[src/pkg/pmc_pkg.sv]
// Package with register map, field layout and shared types of the clock and power mode block
package pmc_pkg;

   // Register addresses
   localparam logic [7:0] POWER_MODE_CONTROL_ADDR = 8'h87;
   localparam logic [7:0] PORT_PIN_WAKE_ENABLE_ADDR = 8'h96;
   localparam logic [7:0] CLOCK_SELECT_CONTROL_ADDR = 8'hd8;
   localparam logic [7:0] FAST_OSC_TRIM_ADDR = 8'hf6;
   localparam logic [7:0] AUXILIARY_CONTROL_TWO_ADDR = 8'hf7;

   // power_mode_control fields
   localparam int IDLE_REQUEST_BIT = 0;
   localparam int STOP_REQUEST_BIT = 1;
   localparam logic [7:0] POWER_MODE_KEEP_MASK = 8'h8c;
   localparam logic [7:0] POWER_MODE_CONTROL_RESET = 8'h00;

   // clock_select_control fields
   localparam int SYSCLK_DIVIDER_LSB = 0;
   localparam int FAST_CLOCK_SELECT_BIT = 2;
   localparam int FAST_OSC_STOP_BIT = 3;
   localparam int IDLE_PERIPH_CLOCK_GATE_BIT = 4;
   localparam logic [1:0] SYSCLK_DIVIDER_RESET = 2'h3;

   // System clock divider codes
   localparam logic [1:0] DIV_BY_16 = 2'h0;
   localparam logic [1:0] DIV_BY_4 = 2'h1;
   localparam logic [1:0] DIV_BY_2 = 2'h2;
   localparam logic [1:0] DIV_BY_1 = 2'h3;
   localparam int DIV_LATENCY_CYCLES = 16;

   // fast_osc_trim, auxiliary_control_two and port_pin_wake_enable
   localparam int TRIM_WIDTH = 7;
   localparam int WATCHDOG_RESET_MODE_LSB = 6;
   localparam logic [1:0] WATCHDOG_ALWAYS = 2'h3;
   localparam logic [7:0] AUXILIARY_CONTROL_TWO_RESET = 8'h06;
   localparam logic [7:0] PORT_PIN_WAKE_ENABLE_RESET = 8'h00;

   // Oscillator nominal frequencies in Hz
   localparam int FAST_INTERNAL_OSC_HZ = 16588000;
   localparam int SLOW_INTERNAL_OSC_HZ = 80000;

   // Reported mode, one-hot
   localparam logic [3:0] MODE_FAST = 4'h1;
   localparam logic [3:0] MODE_SLOW = 4'h2;
   localparam logic [3:0] MODE_IDLE = 4'h4;
   localparam logic [3:0] MODE_STOP = 4'h8;

   typedef enum logic [2:0]
   {
      PM_RUN = 3'b001,
      PM_IDLE = 3'b010,
      PM_STOP = 3'b100
   } pmc_state_type;

   typedef struct packed
   {
      logic cpu;
      logic periph;
      logic timer3;
      logic wdt;
      logic fast_osc;
      logic slow_osc;
   } pmc_clk_en_type;

   // Slow mode out of reset: all running except the watchdog
   localparam pmc_clk_en_type CLK_EN_RESET = 6'h3b;

endpackage : pmc_pkg

[src/logic/pmc_sysclk_div.sv]
// System clock divider: divides source ticks by 1, 2, 4 or 16
`timescale 1ns/1ps
`default_nettype none
module pmc_sysclk_div
   import pmc_pkg::*;
#(
   parameter int CNT_W = 4
)
(
   // Clock and reset
   input wire logic clk_i,
   input wire logic rst_i,
   // Source and setting
   input wire logic src_tick_i,
   input wire logic [1:0] div_sel_i,
   // Result
   output logic [1:0] div_active_o,
   output logic tick_o
);

   logic [CNT_W-1:0] cnt;

   function automatic logic [CNT_W-1:0] div_mask(input logic [1:0] sel);
      unique case (sel)
         DIV_BY_16: div_mask = {CNT_W{1'b1}};
         DIV_BY_4: div_mask = CNT_W'(4'h3);
         DIV_BY_2: div_mask = CNT_W'(4'h1);
         DIV_BY_1: div_mask = '0;
      endcase
   endfunction : div_mask

   wire logic [CNT_W-1:0] mask = div_mask(div_active_o);
   wire logic at_wrap = src_tick_i && (cnt == {CNT_W{1'b1}});
   wire logic hit = src_tick_i && ((cnt & mask) == mask);

   // A new setting is taken only on the wrap, so all ratios stay phase aligned
   always_ff @(posedge clk_i or posedge rst_i)
   begin
      if (rst_i)
      begin
         cnt <= '0;
         div_active_o <= SYSCLK_DIVIDER_RESET;
         tick_o <= 1'b0;
      end
      else
      begin
         if (src_tick_i)
            cnt <= cnt + CNT_W'(1);
         if (at_wrap)
            div_active_o <= div_sel_i;
         tick_o <= hit;
      end
   end

endmodule : pmc_sysclk_div
`default_nettype wire

[src/logic/pmc_dual_clock_ctrl.sv]
// Dual clock selection, oscillator control and power mode sequencing
`timescale 1ns/1ps
`default_nettype none

// Operation
// - Out of reset run in Slow mode from the slow oscillator.
// - Fast internal oscillator and slow internal oscillator are the only clock sources.
// - Fast clock select picks the source; changes only while fast oscillator stop is 0.
// - Fast oscillator stop halts it; alterable only in Slow mode.
// - Hardware rejects abnormal clock control writes.
// - Divider field 00 /16, 01 /4, 10 /2, 11 /1; reset value 11.
// - New divider setting takes effect within sixteen source cycles.
// - Seven-bit trim field, read/write, 00h slowest, 7Fh fastest.
// - Trim value is loaded from the factory configuration word.
// - Writing idle request enters Idle; CPU clock halts, peripherals run.
// - With the gate bit set, Idle stops all peripherals except Timer3 and pins.
// - Idle ends on reset or any enabled interrupt.
// - Writing stop request enters Stop; all clocks halt except an enabled watchdog. Here the watchdog keeps running in Stop only in reset mode 11.
// - Stop ends only on reset or a pin wake-up.
// - Stop request ignored while an enabled external interrupt pin is low.
// - Enabled external pins wake from Stop regardless of global interrupt enable.
// - Each port pin has a wake enable bit, reset disabled.
// - Watchdog reset mode 11 keeps the watchdog running in Idle and Stop.
module pmc_dual_clock_ctrl
(
   // Clock and reset
   input wire logic CLK_I,
   input wire logic RESET_I,
   // Special function register port
   input wire logic [7:0] SFR_ADDR_I,
   input wire logic SFR_WR_I,
   input wire logic [7:0] SFR_WDATA_I,
   output logic [7:0] SFR_RDATA_O,
   // Factory trim from the configuration word
   input wire logic [pmc_pkg::TRIM_WIDTH-1:0] TRIM_CONFIG_WORD_I,
   // Oscillator outputs, asynchronous
   input wire logic FAST_INTERNAL_OSC_I,
   input wire logic SLOW_INTERNAL_OSC_I,
   // Wake sources
   input wire logic [2:0] EXT_INTERRUPT_PIN_I,
   input wire logic [2:0] EXT_INTERRUPT_WAKE_ENABLE_I,
   input wire logic [7:0] PORT_PIN_I,
   input wire logic INT_PENDING_I,
   // Clocking results
   output logic SYSCLK_TICK_O,
   output logic [1:0] SYSCLK_DIVIDER_ACTIVE_O,
   output pmc_pkg::pmc_clk_en_type CLK_EN_O,
   output logic [pmc_pkg::TRIM_WIDTH-1:0] FAST_OSC_TRIM_O,
   output logic [3:0] POWER_MODE_O
);
   import pmc_pkg::*;

   localparam int SYNC_W = 13;

   function automatic logic addr_hit(input logic [7:0] addr, input logic [7:0] off);
      addr_hit = (addr == off);
   endfunction : addr_hit

   // Registers
   pmc_state_type state;
   pmc_state_type next_state;
   logic [7:0] power_mode_control_keep;
   logic idle_periph_clock_gate;
   logic fast_osc_stop;
   logic fast_clock_select;
   logic [1:0] sysclk_divider;
   logic [7:0] port_pin_wake_enable;
   logic [7:0] aux_two;
   logic trim_loaded;

   // Pin and oscillator synchronisers
   logic [SYNC_W-1:0] sync_a;
   logic [SYNC_W-1:0] sync_b;
   logic [SYNC_W-1:0] sync_prev;

   always_ff @(posedge CLK_I or posedge RESET_I)
   begin
      if (RESET_I)
      begin
         sync_a <= {SYNC_W{1'b1}};
         sync_b <= {SYNC_W{1'b1}};
         sync_prev <= {SYNC_W{1'b1}};
      end
      else
      begin
         sync_a <= {FAST_INTERNAL_OSC_I, SLOW_INTERNAL_OSC_I,
                    EXT_INTERRUPT_PIN_I, PORT_PIN_I};
         sync_b <= sync_a;
         sync_prev <= sync_b;
      end
   end

   wire logic fast_osc_s = sync_b[12];
   wire logic slow_osc_s = sync_b[11];
   wire logic [2:0] ext_pin_s = sync_b[10:8];
   wire logic [7:0] port_pin_s = sync_b[7:0];
   wire logic fast_rise = fast_osc_s && !sync_prev[12];
   wire logic slow_rise = slow_osc_s && !sync_prev[11];
   wire logic [7:0] port_change = port_pin_s ^ sync_prev[7:0];

   // Mode decode
   wire logic in_run = (state == PM_RUN);
   wire logic in_idle = (state == PM_IDLE);
   wire logic in_stop = (state == PM_STOP);
   wire logic slow_mode = in_run && !fast_clock_select;

   // Register write decode
   wire logic wr_power_mode_control = SFR_WR_I && addr_hit(SFR_ADDR_I, POWER_MODE_CONTROL_ADDR);
   wire logic wr_clk = SFR_WR_I && addr_hit(SFR_ADDR_I, CLOCK_SELECT_CONTROL_ADDR);
   wire logic wr_trim = SFR_WR_I && addr_hit(SFR_ADDR_I, FAST_OSC_TRIM_ADDR);
   wire logic wr_aux = SFR_WR_I && addr_hit(SFR_ADDR_I, AUXILIARY_CONTROL_TWO_ADDR);
   wire logic wr_pwk = SFR_WR_I && addr_hit(SFR_ADDR_I, PORT_PIN_WAKE_ENABLE_ADDR);

   // Clock control write guards
   wire logic want_stop = SFR_WDATA_I[FAST_OSC_STOP_BIT];
   wire logic want_sel = SFR_WDATA_I[FAST_CLOCK_SELECT_BIT];
   wire logic stop_ok = slow_mode;
   wire logic next_fast_osc_stop = (wr_clk && stop_ok) ? want_stop : fast_osc_stop;
   // Select is refused if stop is set now or would be set by this very write
   wire logic sel_ok = !fast_osc_stop && !next_fast_osc_stop;
   wire logic next_fast_clock_select = (wr_clk && sel_ok) ? want_sel
                                                           : fast_clock_select;

   // Wake conditions; global interrupt enable is deliberately not looked at
   wire logic [2:0] ext_low_en = ~ext_pin_s & EXT_INTERRUPT_WAKE_ENABLE_I;
   wire logic ext_wake = |ext_low_en;
   wire logic port_wake = |(port_change & port_pin_wake_enable);
   wire logic pin_wake = ext_wake || port_wake;
   wire logic stop_blocked = ext_wake;

   // Power mode requests
   wire logic req_stop = wr_power_mode_control && SFR_WDATA_I[STOP_REQUEST_BIT] && !stop_blocked;
   wire logic req_idle = wr_power_mode_control && SFR_WDATA_I[IDLE_REQUEST_BIT];

   always_comb
   begin
      next_state = state;
      unique case (state)
         PM_RUN:
         begin
            if (req_stop)
               next_state = PM_STOP;
            else if (req_idle)
               next_state = PM_IDLE;
         end
         PM_IDLE:
         begin
            if (INT_PENDING_I)
               next_state = PM_RUN;
         end
         PM_STOP:
         begin
            if (pin_wake)
               next_state = PM_RUN;
         end
         default:
            next_state = PM_RUN;
      endcase
   end

   wire logic next_run = (next_state == PM_RUN);
   wire logic next_idle = (next_state == PM_IDLE);
   wire logic next_stop = (next_state == PM_STOP);

   // Clock enables follow the state being entered, so they line up with it
   wire logic [1:0] wdt_mode = aux_two[WATCHDOG_RESET_MODE_LSB +: 2];
   pmc_clk_en_type next_clk_en;
   assign next_clk_en.cpu = next_run;
   assign next_clk_en.periph = next_run || (next_idle && !idle_periph_clock_gate);
   assign next_clk_en.timer3 = !next_stop;
   assign next_clk_en.wdt = wdt_mode[1] && (next_run || (wdt_mode == WATCHDOG_ALWAYS));
   assign next_clk_en.fast_osc = !next_fast_osc_stop && !next_stop;
   assign next_clk_en.slow_osc = !next_stop;

   wire logic [3:0] next_power_mode = next_stop ? MODE_STOP :
                                      next_idle ? MODE_IDLE :
                                      next_fast_clock_select ? MODE_FAST : MODE_SLOW;

   // Source tick for the divider; only the selected running oscillator counts
   wire logic fast_tick = fast_rise && !fast_osc_stop;
   wire logic src_tick = !in_stop && (fast_clock_select ? fast_tick : slow_rise);

   // Read back
   wire logic [7:0] power_mode_control_rd = power_mode_control_keep | {6'h00, in_stop, in_idle};
   wire logic [7:0] clk_rd = {3'h0, idle_periph_clock_gate, fast_osc_stop,
                              fast_clock_select, sysclk_divider};
   logic [7:0] rd_mux;

   always_comb
   begin
      rd_mux = 8'h00;
      if (addr_hit(SFR_ADDR_I, POWER_MODE_CONTROL_ADDR))
         rd_mux = power_mode_control_rd;
      else if (addr_hit(SFR_ADDR_I, CLOCK_SELECT_CONTROL_ADDR))
         rd_mux = clk_rd;
      else if (addr_hit(SFR_ADDR_I, FAST_OSC_TRIM_ADDR))
         rd_mux = {1'b0, FAST_OSC_TRIM_O};
      else if (addr_hit(SFR_ADDR_I, AUXILIARY_CONTROL_TWO_ADDR))
         rd_mux = aux_two;
      else if (addr_hit(SFR_ADDR_I, PORT_PIN_WAKE_ENABLE_ADDR))
         rd_mux = port_pin_wake_enable;
   end

   // Mode state and power mode control
   always_ff @(posedge CLK_I or posedge RESET_I)
   begin
      if (RESET_I)
      begin
         state <= PM_RUN;
         power_mode_control_keep <= POWER_MODE_CONTROL_RESET;
      end
      else
      begin
         state <= next_state;
         if (wr_power_mode_control)
            power_mode_control_keep <= SFR_WDATA_I & POWER_MODE_KEEP_MASK;
      end
   end

   // Clock select control
   always_ff @(posedge CLK_I or posedge RESET_I)
   begin
      if (RESET_I)
      begin
         idle_periph_clock_gate <= 1'b0;
         fast_osc_stop <= 1'b0;
         fast_clock_select <= 1'b0;
         sysclk_divider <= SYSCLK_DIVIDER_RESET;
      end
      else
      begin
         fast_osc_stop <= next_fast_osc_stop;
         fast_clock_select <= next_fast_clock_select;
         if (wr_clk)
         begin
            idle_periph_clock_gate <= SFR_WDATA_I[IDLE_PERIPH_CLOCK_GATE_BIT];
            sysclk_divider <= SFR_WDATA_I[SYSCLK_DIVIDER_LSB +: 2];
         end
      end
   end

   // Auxiliary and wake enable registers
   always_ff @(posedge CLK_I or posedge RESET_I)
   begin
      if (RESET_I)
      begin
         aux_two <= AUXILIARY_CONTROL_TWO_RESET;
         port_pin_wake_enable <= PORT_PIN_WAKE_ENABLE_RESET;
      end
      else
      begin
         if (wr_aux)
            aux_two <= SFR_WDATA_I;
         if (wr_pwk)
            port_pin_wake_enable <= SFR_WDATA_I;
      end
   end

   // Trim is caught from the configuration word on the first edge after release;
   // a software write in that same cycle is lost to the factory value
   always_ff @(posedge CLK_I or posedge RESET_I)
   begin
      if (RESET_I)
      begin
         trim_loaded <= 1'b0;
         FAST_OSC_TRIM_O <= '0;
      end
      else if (!trim_loaded)
      begin
         trim_loaded <= 1'b1;
         FAST_OSC_TRIM_O <= TRIM_CONFIG_WORD_I;
      end
      else if (wr_trim)
         FAST_OSC_TRIM_O <= SFR_WDATA_I[TRIM_WIDTH-1:0];
   end

   // Registered outputs
   always_ff @(posedge CLK_I or posedge RESET_I)
   begin
      if (RESET_I)
      begin
         SFR_RDATA_O <= 8'h00;
         CLK_EN_O <= CLK_EN_RESET;
         POWER_MODE_O <= MODE_SLOW;
      end
      else
      begin
         SFR_RDATA_O <= rd_mux;
         CLK_EN_O <= next_clk_en;
         POWER_MODE_O <= next_power_mode;
      end
   end

   pmc_sysclk_div #(
      .CNT_W(4)
   ) pmc_sysclk_div_i (
      .clk_i(CLK_I),
      .rst_i(RESET_I),
      .src_tick_i(src_tick),
      .div_sel_i(sysclk_divider),
      .div_active_o(SYSCLK_DIVIDER_ACTIVE_O),
      .tick_o(SYSCLK_TICK_O)
   );

endmodule : pmc_dual_clock_ctrl
`default_nettype wire

[config.mk]
export PLATFORM = sky130hd
export DESIGN_NAME = pmc_dual_clock_ctrl
export DESIGN_NICKNAME = d
export VERILOG_FILES = /design/src/pkg/pmc_pkg.sv /design/src/logic/pmc_sysclk_div.sv /design/src/logic/pmc_dual_clock_ctrl.sv
export SDC_FILE = /design/constraint.sdc
export NUM_CORES = 1
export LEC_CHECK = 0
export BUFFER_PORTS_ARGS = -buffer_cell sky130_fd_sc_hd__buf_2
export CORE_MARGIN = 10
export CORE_UTILIZATION = 57
export CTS_BUF_LIST = sky130_fd_sc_hd__clkbuf_8
export DETAILED_ROUTE_END_ITERATION = 10
export PLACE_DENSITY = 0.82
export SLEW_MARGIN = 20
export SYNTH_ARGS = -nofsm -noshare
export SYNTH_HDL_FRONTEND = slang
export SYNTH_SLANG_ARGS = --single-unit
[constraint.sdc]
create_clock -name CLK_I -period 3.4 [get_ports CLK_I]
set_input_delay 0.68 -clock CLK_I [delete_from_list [all_inputs] [get_ports CLK_I]]
set_output_delay 0.68 -clock CLK_I [all_outputs]
set_load 0.02 [all_outputs]
== After elaboration in Yosys (flattened, before gate mapping) ==
Cells that the tools add are included.

* Bitwise gates (word level): 6
* Div/mod/pow operators: 0
* $mul: 0
* Shift-type cells: 0
* Reduce and logical (&&, ||, !) cells: 36
* Eq/ne operators: 18
* $lt $le $gt $ge: 0
* $add $sub $neg: 1
* Mux-type cells: 19

{| class="wikitable"
|+ Operators by type and width
! kind !! count
|-
| 8-bit == test, second input constant || 5
|-
| 8-bit two-way mux || 5
|-
| 1-bit logical AND || 21
|-
| 4-bit case mux with 4 select lines || 1
|-
| 3-bit two-way mux || 5
|-
| 7-bit two-way mux || 2
|-
| 1-bit logical NOT || 9
|-
| 3-bit case mux with 3 select lines || 1
|-
| 8-bit bitwise AND || 1
|-
| 8-bit by 2-bit bitwise OR with 8-bit output || 1
|-
| 8-bit OR reduction || 1
|-
| 8-bit XOR || 1
|-
| 2-bit == test, second input constant || 3
|-
| 3-bit by 1-bit == test with 1-bit output, second input constant || 2
|-
| 3-bit by 2-bit == test with 1-bit output, second input constant || 2
|-
| 3-bit == test, second input constant || 2
|-
| 4-bit by 1-bit adder with 4-bit output, second input constant || 1
|-
| 4-bit bitwise AND || 1
|-
| 4-bit == test || 1
|-
| 4-bit == test, second input constant || 1
|-
| 4-bit two-way mux || 1
|-
| 3-bit bitwise AND || 1
|-
| 1-bit logical OR || 3
|-
| 1-bit two-way mux || 3
|-
| other kinds (6) || 6
|}

* Memory bits (read-only): 0
* Register bits after elaboration: 98
* Memories: 0
* Bits in writable memories: 0
* Bits in latches: 0
* Output and inout bits: 28
* Word-level logic and storage cells: 103

== Longest topological paths before layout ==
Gate-level depths: netlist of run 1.

* Word-level depth: 11
* Gate-level depth with buffers: 7
* Depth with buffers taken out: 5

== Hierarchy ==
From an unflattened synthesis of run 1, not the netlist that was laid out.

* Cell total of the unflattened synthesis: 266
* Area, all modules: 3681.0 µm²

{| class="wikitable"
|+ By module, submodules not included
! module !! times used !! area an instance (µm²) !! cells an instance
|-
| pmc_dual_clock_ctrl || 1 || 3382.0 || 244
|-
| pmc_sysclk_div || 1 || 299.0 || 22
|}

== Least setup slack after synthesis of run 1 ==
No wires, ideal clock.

* Path type: input-to-reg
* Start point: input EXT_INTERRUPT_WAKE_ENABLE_I[0]
* End point: register CLK_EN_O[2] in the netlist's numbering
* Setup time: 0.131 ns
* Stages: 5
* Path slack: 1.523 ns
* Data arrival time: 1.746 ns
* Required time: 3.269 ns
* Path buffers: 0
* Cell sequence: nor2b_1 nor4b_1 o32ai_1 a211oi_4 a21boi_1

{| class="wikitable"
|+ RTL lines
! item !! line !! text
|-
| start: declaration || pmc_dual_clock_ctrl.sv:41 || <nowiki>input wire logic [2:0] EXT_INTERRUPT_WAKE_ENABLE_I,</nowiki>
|-
| end signal: assignment || pmc_dual_clock_ctrl.sv:289 || <nowiki>CLK_EN_O <= next_clk_en;</nowiki>
|-
| end: declaration || pmc_dual_clock_ctrl.sv:47 || <nowiki>output pmc_pkg::pmc_clk_en_type CLK_EN_O,</nowiki>
|}

==> results.yml, run 1 <==
power:
  powerDensity_nw_per_um2: 533.7
  power_leakage_uw: 0.002103
  irDropWorstVdd_mv: 0.4105
  p_seq_frac: 0.549
  p_sw_frac: 0.2406
  internal_power_uw: 1775
  p_switching_uw: 562.1
  p_clk_frac: 0.367
  p_comb_frac: 0.084
place:
  dp_hpwl_um: 5660
  io_buffer_count: 70
  dp.cells: 416
  place_congestion: 0.8685
  postPlaceCellArea_um2: 4139
die:
  fp-row-count: 29
  start_util: 0.5864
  core_area_um2: 6314
  fp.dieW_um: 100.6
  pin_count: 71
  die_area_um2: 10120
  die_h_um: 100.6
global_route:
  grt_pass1_vias: 2536
  grt_max_degree: 96
  grt_antenna_before_repair: 0
  grt_pass1_wl_um: 12660
  grt.total_usage: 0.1590
  overflow: 0
critical_path:
  arrival_ns: 2.19
  crit_path_max_fanout: 6
  slowest_delay_ns: 0.61
  critPathCaptureType: "flop"
  critical_path.slowest_cell: "nor4b_1"
  path_class: "flop to flop"
  crit_required_ns: 3.64
  startpoint_type: "flop"
  crit_path_cell_trace: "nor2b_1 > nor4b_1 > o32ai_1 > a211oi_4 > a21boi_1"
sta:
  setup-violations-final: 0
  worst_slew_pin_slew_ns: 0.6752
  slew_headroom: 0.5489
  fmax_ghz: 0.5133
  rsz0062_at_grt: "no"
  period_minus_slack_ns: 1.948
  hold_slack_ns: 0.3538
  slew_violations: 0
  fin_crit_sh: 0.5730
  clock_skew_ns: 0.006803
  finalSetupTns_ns: 0
  hold_viol_final: 0
logic_synthesis:
  avgSynthCellArea_um2: 13.51
  synth_compound_area_frac: 0.07908
  synth_xor_area_frac: 0.02602
  synth.distinct_cells: 44
  async_flop_share: 1.000
  netlist_area_um2: 3702
  synth_top_family_by_area: "multiplexers"
  synthFlopType: "dfstp_2"
  ys_seq_area_frac: 0.6583
  synthCells: 274
  yosys.area_share.simple: 0.1038
  synthAdderAreaFrac: 0.003380
  ys_warn_count: 0
  synth_nets: 318
  synth.area.mux_share: 0.1098
  ys_seq_elements: 95
  synth_edf_count: 0
route:
  firstDrtPassIters: 4
  wirelength_um: 7720
  drtIter0Drc: 112
  route.detailed.drc: 0
  vias: 2386
  wl_per_cell_um: 17.87
  routed_via_density: 5.523
  antenna_left: 0
clock_network:
  ctsHoldBuffers: 0
  cts.path.max_buffers: 2
  cts_buffers: 9
  cts_sinks: 95
  cts_setup_buffers: 0
  clock_latency_ns: 0.36
  clkTransAtPathRegs_ns: 0.09
  clock-root-buffer: "clkbuf_8"
  cts_resized: 0
  cts_tree: "yes"
  cts-htree-levels: 3
status:
  status: "finished clean"
finish:
  final_cell_mix: "70 x buf_2, 48 x dfstp_2, 47 x dfrtp_1"
  drive_above_1_share: 0.4817
  diodes: 0
  syn2layout_area_growth_pct: 18.25
  nFillCells: 473
  num-nets-final: 394
  final_cell_area_um2: 4378
  stdcell_count: 432
  final_common_cell: "buf_2"
hold_path:
  min_path_type: "flop to flop"
run:
  maxCapViolations: 0
[worst paths after layout]
kind / from / endpoint / slack (ns) / cells after the start
min: sync_a[4]$_DFF_PP1_ / sync_b[4]$_DFF_PP1_ / 0.35 / 0
min in group asynchronous: RESET_I / FAST_OSC_TRIM_O[0]$_DFFE_PP0P_ / 0.41 / 3
min reg2reg: sync_a[4]$_DFF_PP1_ / sync_b[4]$_DFF_PP1_ / 0.35 / 0
max in group asynchronous: RESET_I / sync_b[2]$_DFF_PP1_ / 2.61 / 3
max: sync_b[8]$_DFF_PP1_ / CLK_EN_O[2]$_DFF_PP0_ / 1.45 / 5
max reg2reg: sync_b[8]$_DFF_PP1_ / CLK_EN_O[2]$_DFF_PP0_ / 1.45 / 5
[state kept, by name, indices dropped and copies added, names as in the netlist]
register                       count
sync_prev                         10
idle_periph_clock_gate             1
aux_two                            8
pmc_sysclk_div_i.tick_o            1
sync_a                            13
fast_osc_stop                      1
sync_b                            13
power_mode_control_keep            3
CLK_EN_O                           5
FAST_OSC_TRIM_O                    7
POWER_MODE_O                       4
pmc_sysclk_div_i.cnt               4
sysclk_divider                     2
pmc_sysclk_div_i.div_active_o      2
state                              3
port_pin_wake_enable               8
trim_loaded                        1
fast_clock_select                  1
SFR_RDATA_O                        8
[cells by family after synthesis]
group | count (synthesis)
muxes | 37
AOI/OAI and AO/OA | 44
other | 1
xor gates and xnor gates | 11
buffers and inverters | 16
and+or+nand+nor | 69
adders and majority gates | 1
DFF | 95
[metrics by stage]
step / worst slack (ns) / total power, uW / util
after global routing: 1.311 / 2436 / 0.6934
after floorplan: 0.3224 / 1414 / -
after global placement: 1.121 / 1489 / 0.6556
after CTS: 1.457 / 2355 / 0.6934
final: 1.452 / 2337 / 0.6934
after detailed placement: 1.126 / 1502 / 0.6556
[Yosys cell counts, types with 2 or more instances]
master      n  area [um2]
a21oi_1    18       90.09
a222oi_1    3       30.03
nand2_1     9       33.78
nor4b_1     3       26.28
and2_1      2       12.51
nand2_2     2       12.51
inv_1      10       37.54
nor3_1      4       20.02
a21boi_1    2       15.01
a22oi_1     4       30.03
nor2b_1     3       18.77
dfstp_2    48        1261
buf_4       2       15.01
nand4_1     3       18.77
xor2_1      9       78.83
o21ai_0     6       30.03
dfrtp_1    47        1176
a2bb2oi_1   5       43.79
mux2_2     29       326.6
clkbuf_1    3       11.26
a31oi_1     2       12.51
and4_1      2       17.52
nor3b_1     2       15.01
xnor2_1     2       17.52
and3_1      2       12.51
nor2_1     24       90.09
mux2i_1     8       80.08
nand3_1     3       15.01
and3b_1     2       17.52
[power by group through the flow]
stage               clock, uW  sequential, uW  combinational, uW
global placement            0            1300                191
detailed placement          0            1300                199
floorplan                   0            1300                113
global route              919            1300                221
finish                    857            1280                197
CTS                       872            1280                200
[layout make-up]
class                   count  area, um2  area share
clock inverters             5      87.58     0.02001
repair buffers             71      370.4     0.08460
flip-flops and latches     95       2437      0.5567
multi-input cells         163       1196      0.2732
clock buffers              11      151.4     0.03458
inverters                  10      38.79    0.008860
well taps                  77      96.34     0.02201
[layer usage]
metal  GRT usage  wire length, um  share of wire  up-vias
met3     0.04801              472          0.061       12
li1            -                -              -     1112
met4     0.06630              117          0.015        0
met1      0.1940             3255           0.42     1190
met2      0.2560             3874           0.50       72
met5           0                0              0        -
[critical path, delay by kind of cell, from the launching register on]
kind	cells	cell delay, ns
AO/OA/AOI/OAI	3	0.65
flip-flops	1	0.53
AND/OR/NAND/NOR	2	0.66
Power figures use the tool's default switching activity.
==> inputs of run 2 (changes only) <==
--- a/config.mk
+++ b/config.mk
@@ -7,10 +7,10 @@
 export LEC_CHECK = 0
 export BUFFER_PORTS_ARGS = -buffer_cell sky130_fd_sc_hd__buf_2
 export CORE_MARGIN = 10
-export CORE_UTILIZATION = 57
+export CORE_UTILIZATION = 51
 export CTS_BUF_LIST = sky130_fd_sc_hd__clkbuf_8
 export DETAILED_ROUTE_END_ITERATION = 10
-export PLACE_DENSITY = 0.82
+export PLACE_DENSITY = 0.77
 export SLEW_MARGIN = 20
 export SYNTH_ARGS = -nofsm -noshare
 export SYNTH_HDL_FRONTEND = slang
==> constraint.sdc (replaced) <==
create_clock -name CLK_I -period 1.6 [get_ports CLK_I]
set_input_delay 0.32 -clock CLK_I [delete_from_list [all_inputs] [get_ports CLK_I]]
set_output_delay 0.32 -clock CLK_I [all_outputs]
set_load 0.02 [all_outputs]
==> results.yml, run 2 (synthesized netlist as in run 1, its figures left out) <==
route:
  firstDrtPassIters: 4
  drtIter0Drc: 180
  top_layer: "met4"
  route.detailed.drc: 0
  routed_via_density: 5.221
  met1Wirelength_um: 3656
  vias: 2532
  antenna_left: 0
  wl_per_cell_um: 17.65
  wirelength_um: 8562
  routed-wl-met3_um: 594
  wl_met2_um: 4105
critical_path:
  slowest_delay_ns: 0.42
  crit_path_max_fanout: 6
  critPathCaptureType: "flop"
  crit_required_ns: 1.85
  critical_path.slowest_cell: "dfrtp_1"
  startpoint_type: "flop"
  path_class: "flop to flop"
  crit_path_cell_trace: "buf_4 > nor3b_2 > and4_4 > o32ai_2 > a211oi_4 > a21boi_1"
  arrival_ns: 1.89
  reg2reg_depth: 6
global_route:
  grt_max_degree: 96
  grt_antenna_before_repair: 0
  grt_pass1_wl_um: 14020
  grt.total_usage: 0.1593
  grt_pass1_vias: 2652
  overflow: 0
clock_network:
  cts_buffers: 9
  clock-root-buffer: "clkbuf_8"
  cts-htree-levels: 3
  cts_tree: "yes"
  cts_sinks: 95
  clkTransAtPathRegs_ns: 0.10
  cts.path.max_buffers: 2
  clock_latency_ns: 0.37
  ctsHoldBuffers: 0
place:
  dp_slack_ns: -0.1819
  dp.cells: 458
  dp_hpwl_um: 6068
  place_congestion: 0.8909
  io_buffer_count: 70
status:
  violations: "setup timing"
  status: "finished, violations left"
die:
  fp-row-count: 31
  fp.dieW_um: 105.2
  start_util: 0.5188
  die_area_um2: 11070
  die_h_um: 105.2
  core_area_um2: 7137
  pin_count: 71
power:
  internal_power_uw: 3441
  p_switching_uw: 1224
  p_comb_frac: 0.103
  irDropWorstVdd_mv: 0.5894
  p_seq_frac: 0.585
  powerDensity_nw_per_um2: 994.7
  p_clk_frac: 0.313
  power_uw: 4665
  power_leakage_uw: 0.002261
  p_sw_frac: 0.2624
sta:
  setup_slack_ns: -0.04336
  fin_crit_sh: 1.027
  setup-violations-final: 4
  clock_skew_ns: 0.01748
  period_minus_slack_ns: 1.643
  slew_violations: 0
  fmax_ghz: 0.6085
  hold_viol_final: 0
  rsz0062_at_grt: "yes"
finish:
  reg.largest.list: "sync_a: 13 flops, sync_b: 13 flops, sync_prev: 10 flops"
  syn2layout_area_growth_pct: 26.66
  final_cell_mix: "70 x buf_2, 48 x dfstp_2, 47 x dfrtp_1"
  num-nets-final: 425
  diodes: 0
  final_common_cell: "buf_2"
  drive_above_1_share: 0.5596
  stdcell_count: 485
hold_path:
  min_path_type: "primary input to flop"
  whs_path_depth: 1
run:
  maxCapViolations: 0
run 2: layer usage:
layer / track usage / up-vias
li1: - / 1184
met1: 0.2027 / 1224
met2: 0.2524 / 110
met3: 0.03870 / 14
met4: 0.06961 / 0
met5: 0 / -
run 2: repair_timing:
action	CTS	global route
gates resized for setup	11	10
endpoints found under the setup margin	12	17
pin swaps	9	10
setup buffers	10	1
run 2: critical path: cells and delay by family, from the launching register on:
family / cells / cell delay, ns
DFF: 1 / 0.42
buffers and inverters: 1 / 0.16
AOI/OAI and AO/OA: 3 / 0.49
and+or+nand+nor: 2 / 0.46
run 2: path summary, 6_finish.rpt:
path / startpoint / to / slack, ns
max: state[1]$_DFF_PP0_ / CLK_EN_O[2]$_DFF_PP0_ / -0.04
min: PORT_PIN_I[5] / sync_a[5]$_DFF_PP1_ / 0.03
max reg2reg: state[1]$_DFF_PP0_ / CLK_EN_O[2]$_DFF_PP0_ / -0.04
min reg2reg: sync_a[12]$_DFF_PP1_ / sync_b[12]$_DFF_PP1_ / 0.34
max in group asynchronous: RESET_I / sync_b[10]$_DFF_PP1_ / 1.13
min in group asynchronous: RESET_I / SFR_RDATA_O[4]$_DFF_PP0_ / 0.07
run 2: through the flow:
step / area, um2 / util / setup TNS, ns / hold slack, ns
after global placement: 4325 / 0.6061 / -2.202 / 0.3454
final: 4690 / 0.6571 / -0.06468 / 0.03489
after CTS: 4622 / 0.6476 / -0.1107 / 0.02127
after floorplan: 3712 / - / 0 / 0.3245
after detailed placement: 4325 / 0.6061 / -3.114 / 0.3468
after global routing: 4690 / 0.6571 / -0.7675 / 0.01754
run 2: layout make-up:
cell class                 count  area [um2]
fill                         590        2447
multi-input combinational    163        1299
clock inverter                 6       43.79
clock buffer                  10       137.6
timing repair buffer         102       606.8
tap                           99       123.9
inverter                      10       41.29
sequential                    95        2437
run 2: power groups by stage:
stage	Sequential (uW)	Clock (uW)	Combinational, uW
2_1_floorplan	2770	0	243
3_3_place_gp	2760	0	428
3_5_place_dp	2770	0	445
5_1_grt	2750	1600	533
6_report	2730	1460	480
4_1_cts	2720	1500	462
